<file path="src/core/spr_pkg.sv">
/*
 * Constants for the sensor parallel register load block: bus layout,
 * mode register selects, field positions, reset values and codes.
 * Assumes nothing beyond a SystemVerilog compiler.
 */
package spr_pkg;

    localparam int SPR_BUS_W = 10;
    localparam int SPR_REG_W = 8;
    localparam int SPR_NUM_REGS = 4;

    // Upper bus bits select the mode register
    localparam int SPR_SEL_HI = 9;
    localparam int SPR_SEL_LO = 8;

    localparam logic [1:0] SPR_SEL_SCAN = 2'h0;
    localparam logic [1:0] SPR_SEL_AMP = 2'h1;
    localparam logic [1:0] SPR_SEL_BLACK = 2'h2;
    localparam logic [1:0] SPR_SEL_COLOFS = 2'h3;

    localparam logic [SPR_REG_W-1:0] SPR_MODE_RST = 8'h00;
    localparam logic [SPR_BUS_W-1:0] SPR_COORD_RST = 10'h000;

    // Scan mode control fields
    localparam int SPR_ENDSEL_HI = 6;
    localparam int SPR_ENDSEL_LO = 5;
    localparam int SPR_AIN_HI = 4;
    localparam int SPR_AIN_LO = 2;
    localparam int SPR_NDR_BIT = 1;
    localparam int SPR_STBY_BIT = 0;

    // Amplifier setting fields
    localparam int SPR_AOFS_HI = 7;
    localparam int SPR_AOFS_LO = 2;
    localparam int SPR_GAIN_HI = 1;
    localparam int SPR_GAIN_LO = 0;

    // Black level: codes with this bit set lie below mid-scale
    localparam int SPR_BLACK_SIGN_BIT = 7;

    typedef enum logic [1:0] {
        SPR_END_LINE_READ = 2'b00,
        SPR_END_LINE_RESET = 2'b01,
        SPR_END_PIXEL_A = 2'b10,
        SPR_END_PIXEL_B = 2'b11
    } spr_endsel_t;

    typedef enum logic [2:0] {
        SPR_AIN_PIXEL = 3'b000,
        SPR_AIN_TEMP = 3'b001,
        SPR_AIN_UNUSED0 = 3'b010,
        SPR_AIN_UNUSED1 = 3'b011,
        SPR_AIN_AUX1 = 3'b100,
        SPR_AIN_AUX2 = 3'b101,
        SPR_AIN_AUX3 = 3'b110,
        SPR_AIN_AUX4 = 3'b111
    } spr_ain_t;

    localparam int SPR_AIN_OUTS = 6;

endpackage

</file>
<file path="src/core/spr_mode_if.sv">
/*
 * Carrier between the top and the mode register file: one write port
 * plus a level clear, and the four stored registers.
 * Assumes spr_pkg is compiled first.
 */
`timescale 1ns/10ps
interface spr_mode_if;
    import spr_pkg::*;

    logic wr_pulse;
    logic [1:0] wr_sel;
    logic [SPR_REG_W-1:0] wr_data;
    logic clr;
    logic [SPR_REG_W-1:0] regs [SPR_NUM_REGS];

    modport store (
        input wr_pulse,
        input wr_sel,
        input wr_data,
        input clr,
        output regs
    );

    modport user (
        output wr_pulse,
        output wr_sel,
        output wr_data,
        output clr,
        input regs
    );
endinterface

</file>
<file path="src/core/spr_mode_regs.sv">
/*
 * Four 8-bit mode registers written one at a time on a pulse.
 * Assumes the pulse is one clk_sys cycle wide per strobe rising edge.
 */
`timescale 1ns/10ps
module spr_mode_regs
    import spr_pkg::*;
(
    input wire logic clk_sys,
    input wire logic resetn,
    spr_mode_if.store mif
);

    genvar gi;
    generate
        for (gi = 0; gi < SPR_NUM_REGS; gi++) begin : g_reg
            always_ff @(posedge clk_sys) begin
                if (!resetn || mif.clr) begin
                    mif.regs[gi] <= SPR_MODE_RST;
                end else if (mif.wr_pulse && mif.wr_sel == 2'(gi)) begin
                    mif.regs[gi] <= mif.wr_data;
                end
            end
        end
    endgenerate

endmodule

</file>
<file path="src/core/spr_coord_latch.sv">
/*
 * One window start coordinate, following the bus while its strobe is
 * high and holding once it drops.
 * Assumes bus and strobe are synchronous to clk_sys.
 */
`timescale 1ns/10ps
module spr_coord_latch
    import spr_pkg::*;
(
    input wire logic clk_sys,
    input wire logic resetn,
    input wire logic load_strobe,
    input wire logic [SPR_BUS_W-1:0] bus_in,
    output logic [SPR_BUS_W-1:0] coord_r
);

    // Not cleared by mode_reset_n, only by the system reset
    always_ff @(posedge clk_sys) begin
        if (!resetn) begin
            coord_r <= SPR_COORD_RST;
        end else if (load_strobe) begin
            coord_r <= bus_in;
        end
    end

endmodule

</file>
<file path="src/core/spr_top.sv">
/*
 * Parallel programming port of the image sensor: two window start
 * coordinates, four mode registers and their decoded controls.
 * Assumes bus and strobes are synchronous to clk_sys and stable while
 * a strobe is high; pointer last-stage inputs come from the scan logic.
 */
`timescale 1ns/10ps
module spr_top
    import spr_pkg::*;
(
    input wire logic clk_sys,
    input wire logic resetn,
    input wire logic [SPR_BUS_W-1:0] prog_bus,
    input wire logic column_start_strobe,
    input wire logic line_start_strobe,
    input wire logic mode_load_strobe,
    input wire logic mode_reset_n,
    input wire logic line_read_pointer_last,
    input wire logic line_reset_pointer_last,
    input wire logic pixel_read_pointer_last,
    output logic [SPR_BUS_W-1:0] line_start_coord,
    output logic [SPR_BUS_W-1:0] line_read_pointer_start,
    output logic [SPR_BUS_W-1:0] line_reset_pointer_start,
    output logic [SPR_BUS_W-1:0] column_start_coord,
    output logic [SPR_BUS_W-1:0] pixel_read_pointer_start,
    output logic [SPR_REG_W-1:0] scan_mode_control,
    output logic [SPR_REG_W-1:0] output_amp_setting,
    output logic [SPR_REG_W-1:0] ndr_black_level,
    output logic [SPR_REG_W-1:0] column_offset_trim,
    output logic end_of_scan_r,
    output logic [SPR_AIN_OUTS-1:0] analog_route_r,
    output logic readout_mode_bit,
    output logic column_bias_en_r,
    output logic amp_en_r,
    output logic out_buffer_en_r,
    output logic offset_dac_en_r,
    output logic [5:0] amp_offset_code,
    output logic [1:0] amp_gain_code,
    output logic [3:0] amp_gain_factor_r,
    output logic black_level_apply_r,
    output logic signed [SPR_REG_W:0] black_level_steps_r,
    output logic column_offset_apply_r
);

    ////////////////////////////////////////////////////////////////////
    // Window start coordinates

    logic [SPR_BUS_W-1:0] line_coord_r;
    logic [SPR_BUS_W-1:0] col_coord_r;

    spr_coord_latch u_line (
        .clk_sys(clk_sys),
        .resetn(resetn),
        .load_strobe(line_start_strobe),
        .bus_in(prog_bus),
        .coord_r(line_coord_r)
    );

    spr_coord_latch u_col (
        .clk_sys(clk_sys),
        .resetn(resetn),
        .load_strobe(column_start_strobe),
        .bus_in(prog_bus),
        .coord_r(col_coord_r)
    );

    assign line_start_coord = line_coord_r;
    assign line_read_pointer_start = line_coord_r;
    assign line_reset_pointer_start = line_coord_r;
    assign column_start_coord = col_coord_r;
    assign pixel_read_pointer_start = col_coord_r;

    ////////////////////////////////////////////////////////////////////
    // Mode register load

    logic mode_strobe_d_r;
    logic mode_rise;
    spr_mode_if mif ();

    // Reset low so a strobe already high at release counts as an edge
    always_ff @(posedge clk_sys) begin
        if (!resetn) begin
            mode_strobe_d_r <= 1'b0;
        end else begin
            mode_strobe_d_r <= mode_load_strobe;
        end
    end

    assign mode_rise = mode_load_strobe && !mode_strobe_d_r;
    assign mif.wr_pulse = mode_rise;
    assign mif.wr_sel = prog_bus[SPR_SEL_HI:SPR_SEL_LO];
    assign mif.wr_data = prog_bus[SPR_REG_W-1:0];
    assign mif.clr = !mode_reset_n;

    spr_mode_regs u_regs (
        .clk_sys(clk_sys),
        .resetn(resetn),
        .mif(mif)
    );

    assign scan_mode_control = mif.regs[SPR_SEL_SCAN];
    assign output_amp_setting = mif.regs[SPR_SEL_AMP];
    assign ndr_black_level = mif.regs[SPR_SEL_BLACK];
    assign column_offset_trim = mif.regs[SPR_SEL_COLOFS];

    ////////////////////////////////////////////////////////////////////
    // Scan mode decode

    spr_endsel_t end_sel;
    spr_ain_t ain_sel;
    logic standby;

    assign end_sel = spr_endsel_t'(scan_mode_control[SPR_ENDSEL_HI:SPR_ENDSEL_LO]);
    assign ain_sel = spr_ain_t'(scan_mode_control[SPR_AIN_HI:SPR_AIN_LO]);
    assign readout_mode_bit = scan_mode_control[SPR_NDR_BIT];
    assign standby = scan_mode_control[SPR_STBY_BIT];

    always_ff @(posedge clk_sys) begin
        if (!resetn) begin
            end_of_scan_r <= 1'b0;
        end else begin
            case (end_sel)
                SPR_END_LINE_READ: end_of_scan_r <= line_read_pointer_last;
                SPR_END_LINE_RESET: end_of_scan_r <= line_reset_pointer_last;
                SPR_END_PIXEL_A,
                SPR_END_PIXEL_B: end_of_scan_r <= pixel_read_pointer_last;
                default: end_of_scan_r <= 1'b0;
            endcase
        end
    end

    // One-hot route: bit 0 pixel, 1 temperature, 2..5 aux inputs 1..4
    always_ff @(posedge clk_sys) begin
        if (!resetn) begin
            analog_route_r <= '0;
        end else begin
            case (ain_sel)
                SPR_AIN_PIXEL: analog_route_r <= 6'h01;
                SPR_AIN_TEMP: analog_route_r <= 6'h02;
                SPR_AIN_AUX1: analog_route_r <= 6'h04;
                SPR_AIN_AUX2: analog_route_r <= 6'h08;
                SPR_AIN_AUX3: analog_route_r <= 6'h10;
                SPR_AIN_AUX4: analog_route_r <= 6'h20;
                default: analog_route_r <= 6'h00; // Unused codes route nothing
            endcase
        end
    end

    // Power enables follow standby; all off while in standby
    always_ff @(posedge clk_sys) begin
        if (!resetn) begin
            column_bias_en_r <= 1'b1;
            amp_en_r <= 1'b1;
            out_buffer_en_r <= 1'b1;
            offset_dac_en_r <= 1'b1;
        end else begin
            column_bias_en_r <= !standby;
            amp_en_r <= !standby;
            out_buffer_en_r <= !standby;
            offset_dac_en_r <= !standby;
        end
    end

    ////////////////////////////////////////////////////////////////////
    // Amplifier, black level and column offset controls

    assign amp_offset_code = output_amp_setting[SPR_AOFS_HI:SPR_AOFS_LO];
    assign amp_gain_code = output_amp_setting[SPR_GAIN_HI:SPR_GAIN_LO];

    always_ff @(posedge clk_sys) begin
        if (!resetn) begin
            amp_gain_factor_r <= 4'h1;
        end else begin
            amp_gain_factor_r <= 4'(4'h1 << amp_gain_code);
        end
    end

    // Black level steps: signed 10 mV step count from mid-scale
    always_ff @(posedge clk_sys) begin
        if (!resetn) begin
            black_level_apply_r <= 1'b0;
            column_offset_apply_r <= 1'b1;
            black_level_steps_r <= '0;
        end else begin
            black_level_apply_r <= readout_mode_bit;
            column_offset_apply_r <= !readout_mode_bit;
            if (ndr_black_level[SPR_BLACK_SIGN_BIT]) begin
                black_level_steps_r <= $signed({1'b1, ndr_black_level});
            end else begin
                black_level_steps_r <= $signed({1'b0, ndr_black_level});
            end
        end
    end

endmodule

</file>
<file path="config.mk">
export PLATFORM = sky130hd
export DESIGN_NAME = spr_top
export DESIGN_NICKNAME = d
export VERILOG_FILES = /design/src/core/spr_pkg.sv /design/src/core/spr_mode_if.sv /design/src/core/spr_mode_regs.sv /design/src/core/spr_coord_latch.sv /design/src/core/spr_top.sv
export SDC_FILE = /design/constraint.sdc
export NUM_CORES = 1
export LEC_CHECK = 0
export ABC_AREA = 0
export BUFFER_PORTS_ARGS = -buffer_cell sky130_fd_sc_hd__clkbuf_2
export CAP_MARGIN = 20
export CORE_UTILIZATION = 45
export CTS_BUF_LIST = sky130_fd_sc_hd__clkbuf_4 sky130_fd_sc_hd__clkbuf_8 sky130_fd_sc_hd__clkbuf_16
export DETAILED_ROUTE_END_ITERATION = 10
export HOLD_SLACK_MARGIN = 0.03
export PLACE_DENSITY = 0.86
export SYNTH_ARGS = -nofsm -noshare
export SYNTH_HDL_FRONTEND = slang
export SYNTH_SLANG_ARGS = --single-unit
export TNS_END_PERCENT = 5
</file>
<file path="constraint.sdc">
create_clock -name clk_sys -period 1.6 [get_ports clk_sys]
set_clock_uncertainty 0.2 [all_clocks]
set_input_delay 0.24 -clock clk_sys [delete_from_list [all_inputs] [get_ports clk_sys]]
set_output_delay 0.24 -clock clk_sys [all_outputs]
set_load 0.01 [all_outputs]
</file>
==> results.toml, run 1 <==
[synth]
yosysMostFrequentCell = "dfxtp_1"
synth_fa_ha_area_frac = 0
synth_compound_gate_area_share = 0.00504
netlist_instances = 284
syn-cell-area_um2 = 2980
synthXorXnorAreaFrac = 0
syn_nets = 303
synth.distinct_cells = 23
synth_common_cells = "dfxtp_1, mux2i_1, buf_4"
synth_top_area_cell = "dfxtp_1"
synth_area_leaders = "dfxtp_1, mux2i_1, buf_4"
synthFlopType = "dfxtp_1"
synth-async-reset-ratio = 0
synth_edf_count = 0
yosys_warnings = 0
seq_area_frac_synth = 0.504
yosys.area_share.simple = 0.172
synth_top_family_by_area = "multiplexers"
synthMuxAreaShare = 0.178
syn_avg_cell_area_um2 = 10.5
synth_top_area_share = 0.504
ys_ff_latch = 75

[timing]
rsz0062_at_grt = "false"
max_freq_ghz = 0.702
slew_headroom = 0.712
setup_viol = 0
hold_violations = 0
finalSetupTns_ns = 0
period_share = 0.890
drv_slew = 0
worst_pin_slew_ns = 0.432
layout_min_cycle_time_ns = 1.42

[pwr]
leakagePower_nw = 1.91
power.switching_mw = 0.968
power_mw = 3.78
p_comb_frac = 0.098
power_frac_seq = 0.516
ir_worst_vdd_v = 0.000621
powerDensity_nw_per_um2 = 1020
swShare = 0.256
power.share.clock = 0.386
p_int_mw = 2.81

[global_route]
grt_max_degree = 40
grt_pass1_wl_um = 10000
grt-ovfl-total = 0
antenna_found_initial = 0
track_usage = 0.186
grt_pass1_vias = 2053

[critical_path]
startpoint_type = "flip-flop"
slowest_delay_ns = 0.46
worstSetupPathType = "reg2out"
path_max_fanout = 7
cp_top_family = "flip-flops"
crit_path_end_kind = "output port"
cp_slowest_cell = "dfxtp_1"
critPathBufInv = 1
required_ns = 1.16
path_cells = "clkbuf_2"
cp.arrival_ns = 0.98

[finish]
fin_nets = 403
antennaDiodeCount = 0
drive_above_1_share = 0.411
area_growth_pct = 24.5

[placed_design]
numPortBuffers = 135
place.gp.congestion = 0.764
dp.final_hpwl_um = 4620

[die]
die-area_um2 = 6950
ioPinCount = 136
placementRows = 29
die_w_um = 83.4
initial_core_util = 0.467
core-area_um2 = 6390
die_y_um = 83.4

[routing]
vias = 2289
wirelength_um = 6530
drt_iter0_markers = 107
wire_per_inst_um = 14.0
ant_nets = 0
dr.pass1.iters = 5
viasPerCell = 4.91
drc = 0

[clocking]
htree_levels = 3
clock_path_buffers = 2
cts_buffers = 9
root_buffer = "clkbuf_8"
clk_latency_ns = 0.33
cts-resized-gates = 0
cts_tree = "built"
cts.sinks = 75
clk_pin_slew_worst_paths_ns = 0.08

[flow_run]
drv_cap = 0

[hold_path]
hold_path.class = "in2reg"

[status]
status = "complete, no violations"
[timing repair]
item | CTS | global route
buffers inserted | 0 | 0
hold endpoints to repair | 17 | 0
hold buffers | 10 | 0
endpoints found under the setup margin | 0 | 0
[final timing paths]
check	slack, ns	to	depth (start not counted)	from
worst max-delay path	0.18	scan_mode_control[2]	1	u_regs.mif.regs[26]
worst min-delay path	0.04	u_col.coord_r[8]	3	prog_bus[8]
worst max register to register	0.20	u_regs.mif.regs[30]	2	mode_strobe_d_r
worst min register to register	0.22	offset_dac_en_r	1	u_regs.mif.regs[24]
[worst register-to-register path, delay by kind of cell (launching register included)]
kind	cells	cell delay, ns
multiplexers	1	0.17
flip-flops	1	0.33
AND/OR/NAND/NOR	1	0.60
[state kept, by name, indices dropped and copies added (netlist names)]
register	count
amp_gain_factor_r	4
analog_route_r	6
black_level_apply_r	1
black_level_steps_r	8
column_offset_apply_r	1
end_of_scan_r	1
mode_strobe_d_r	1
offset_dac_en_r	1
u_col.coord_r	10
u_line.coord_r	10
u_regs.mif.regs	32
[cell type report]
cell class	count	area [µm²]
fill	565	2680
multi-input combinational	145	1060
inverter	2	7.51
clock buffer	9	124
clock inverter	7	76.3
timing repair buffer	151	846
tap	77	96.3
sequential	75	1500
[kinds of logic (layout without fill, tap and decap cells)]
group / after synthesis / in the layout
AND/OR/NAND/NOR: 90 / 90
flip-flops: 75 / 75
buffers and inverters: 64 / 169
multiplexers: 53 / 53
AO/OA/AOI/OAI: 2 / 2
[power by group through the flow]
stage	logic [mW]	clock network (mW)	registers (mW)
2_1_floorplan	0.238	0	2.01
3_3_place_gp	0.347	0	1.99
3_5_place_dp	0.352	0	1.99
4_1_cts	0.372	1.49	1.95
5_1_grt	0.398	1.58	1.96
6_report	0.370	1.46	1.95
[stage by stage]
stage / util / hold slack (ns) / area (µm²) / instances / worst slack (ns)
global placement: 0.534 / 0.204 / 3410 / 440 / 0.118
CTS: 0.581 / 0.0355 / 3710 / 466 / 0.171
detailed placement: 0.534 / 0.207 / 3410 / 440 / 0.0895
finish: 0.581 / 0.0434 / 3710 / 466 / 0.176
floorplan: - / 0.167 / 2980 / 284 / 0.252
global route: 0.581 / 0.0600 / 3710 / 466 / 0.127
[metal layers]
metal  part of all wire  up-vias  track usage
met5                  0        -            0
met1               0.43     1077        0.226
li1                   -     1114            -
met3              0.063       12       0.0507
met2               0.48       86        0.303
met4              0.021        0       0.0925
[cell usage in the layout (no fill, tap or decap), drive strengths merged, types with 2 or more instances in the layout]
master and instances:
and2 9, buf 6, clkbuf 144, clkinv 3
clkinvlp 2, dfxtp 75, dlygate4sd3 10, inv 3
mux2i 52, nand2 4, nand2b 3, nand3 41
nand4bb 2, nor2 5, nor2b 20, nor3 2
Note: power is estimated with default switching activity, not from simulation.
==> run 2, diff against run 1 <==
CORE_UTILIZATION = 46   (was 45)
PLACE_DENSITY = 0.88   (was 0.86)
==> results.toml, run 2 (synthesis results as in run 1) <==
[status]
status = "complete, no violations"

[routing]
drc = 0
viasPerCell = 4.91
drt_iter0_markers = 95
wire_per_inst_um = 14.4
topRoutingLayerUsed = "met4"
ant_nets = 0
met1_length_um = 2750
vias = 2286
wirelength_um = 6690
dr.pass1.iters = 4
wl_met2_um = 3450
met3WireLength_um = 347

[critical_path]
startpoint_type = "flip-flop"
worstRegToRegCells = 2
path_max_fanout = 8
path_cells = "or4b_4 > mux2i_1"
cp.arrival_ns = 1.42
worstSetupPathType = "reg2reg"
endpoint = "u_regs.mif.regs[27]"
r2r_end = "u_regs.mif.regs[27]"
rrSetupSlack_ns = 0.19
cp_slowest_cell = "or4b_4"
slowest_delay_ns = 0.59
crit_path_end_kind = "flip-flop"
regToRegStartpoint = "mode_strobe_d_r"
required_ns = 1.61
cp-startpoint = "mode_strobe_d_r"

[finish]
fin_nets = 405
final_cell_mix = "clkbuf_2, dfxtp_1, mux2i_1"
drive_above_1_share = 0.414
antennaDiodeCount = 0
fin_area_um2 = 3750
area_growth_pct = 25.8
largestRegisters = "u_regs.mif.regs: 32 flops, u_col.coord_r: 10 flops, u_line.coord_r: 10 flops"
top_register = "u_regs.mif.regs"
fin_util = 0.615
layout_commonest_cell = "clkbuf_2"
largest_reg_flops = 32

[clocking]
clk_pin_slew_worst_paths_ns = 0.08
cts-resized-gates = 0
postCtsSetupBuffers = 0
cts.sinks = 75
htree_levels = 3
holdBufCountCts = 10
clk_latency_ns = 0.33
cts_buffers = 9
root_buffer = "clkbuf_8"
clock_path_buffers = 2
cts_tree = "built"

[pwr]
leakagePower_nw = 1.93
powerDensity_nw_per_um2 = 1050
power_mw = 3.94
ir_worst_vdd_v = 0.000607

[global_route]
antenna_found_initial = 0
grt-ovfl-total = 0
grt_pass1_vias = 2060
grt_max_degree = 41
grt_pass1_wl_um = 10200
track_usage = 0.206

[timing]
hold_violations = 0
finalSetupTns_ns = 0
max_freq_ghz = 0.711
period_share = 0.879
worst_pin_slew_ns = 0.476
setup_viol = 0
slew_headroom = 0.683
layout_min_cycle_time_ns = 1.41
rsz0062_at_grt = "false"
drv_slew = 0

[die]
die_w_um = 82.5
placementRows = 28
die_y_um = 82.5
die-area_um2 = 6800
core-area_um2 = 6100
initial_core_util = 0.489
ioPinCount = 136

[placed_design]
dpl-instance-area_um2 = 3420
numPortBuffers = 135
place.gp.congestion = 0.798
dp.final_hpwl_um = 4720

[hold_path]
hold_depth = 3
hold_path.class = "in2reg"

[flow_run]
drv_cap = 0
run 2: worst max-delay path: cells and delay by family (launching register included):
kind | cells | cell delay, ns
simple gates | 1 | 0.59
flops | 1 | 0.33
mux | 1 | 0.16
run 2: power breakdown:
part	internal (mW)	switching, mW
registers	1.91	0.0368
clock network	0.920	0.697
logic	0.172	0.205
total	3.00	0.939
run 2: how the worst min path moves through the flow:
stage,slack (ns),from,end
floorplan,0.17,mode_load_strobe,mode_strobe_d_r
global route,0.06,prog_bus[9],u_line.coord_r[9]
global placement,0.21,u_regs.mif.regs[24],offset_dac_en_r
detailed placement,0.21,u_regs.mif.regs[24],offset_dac_en_r
finish,0.04,prog_bus[9],u_line.coord_r[9]
CTS,0.03,prog_bus[9],u_line.coord_r[9]
run 2: stage by stage:
step           hold slack, ns  setup slack, ns  cells
3_5_place_dp            0.215           0.0781    440
5_1_grt                0.0594            0.129    466
2_1_floorplan           0.167            0.252    284
4_1_cts                0.0335            0.182    466
6_report               0.0353            0.193    466
3_3_place_gp            0.212            0.127    440
run 2: area by class of cell:
type                       count  area (µm²)
fill                         517        2350
multi-input combinational    145        1060
timing repair buffer         153         861
clock inverter                 6        88.8
inverter                       2        7.51
tap                           75        93.8
sequential                    75        1500
clock buffer                  10         138
run 2: routing by layer:
metal,up-vias,global-route usage
met5,-,0
met4,0,0.105
met3,12,0.0516
met2,81,0.355
met1,1072,0.235
li1,1121,-
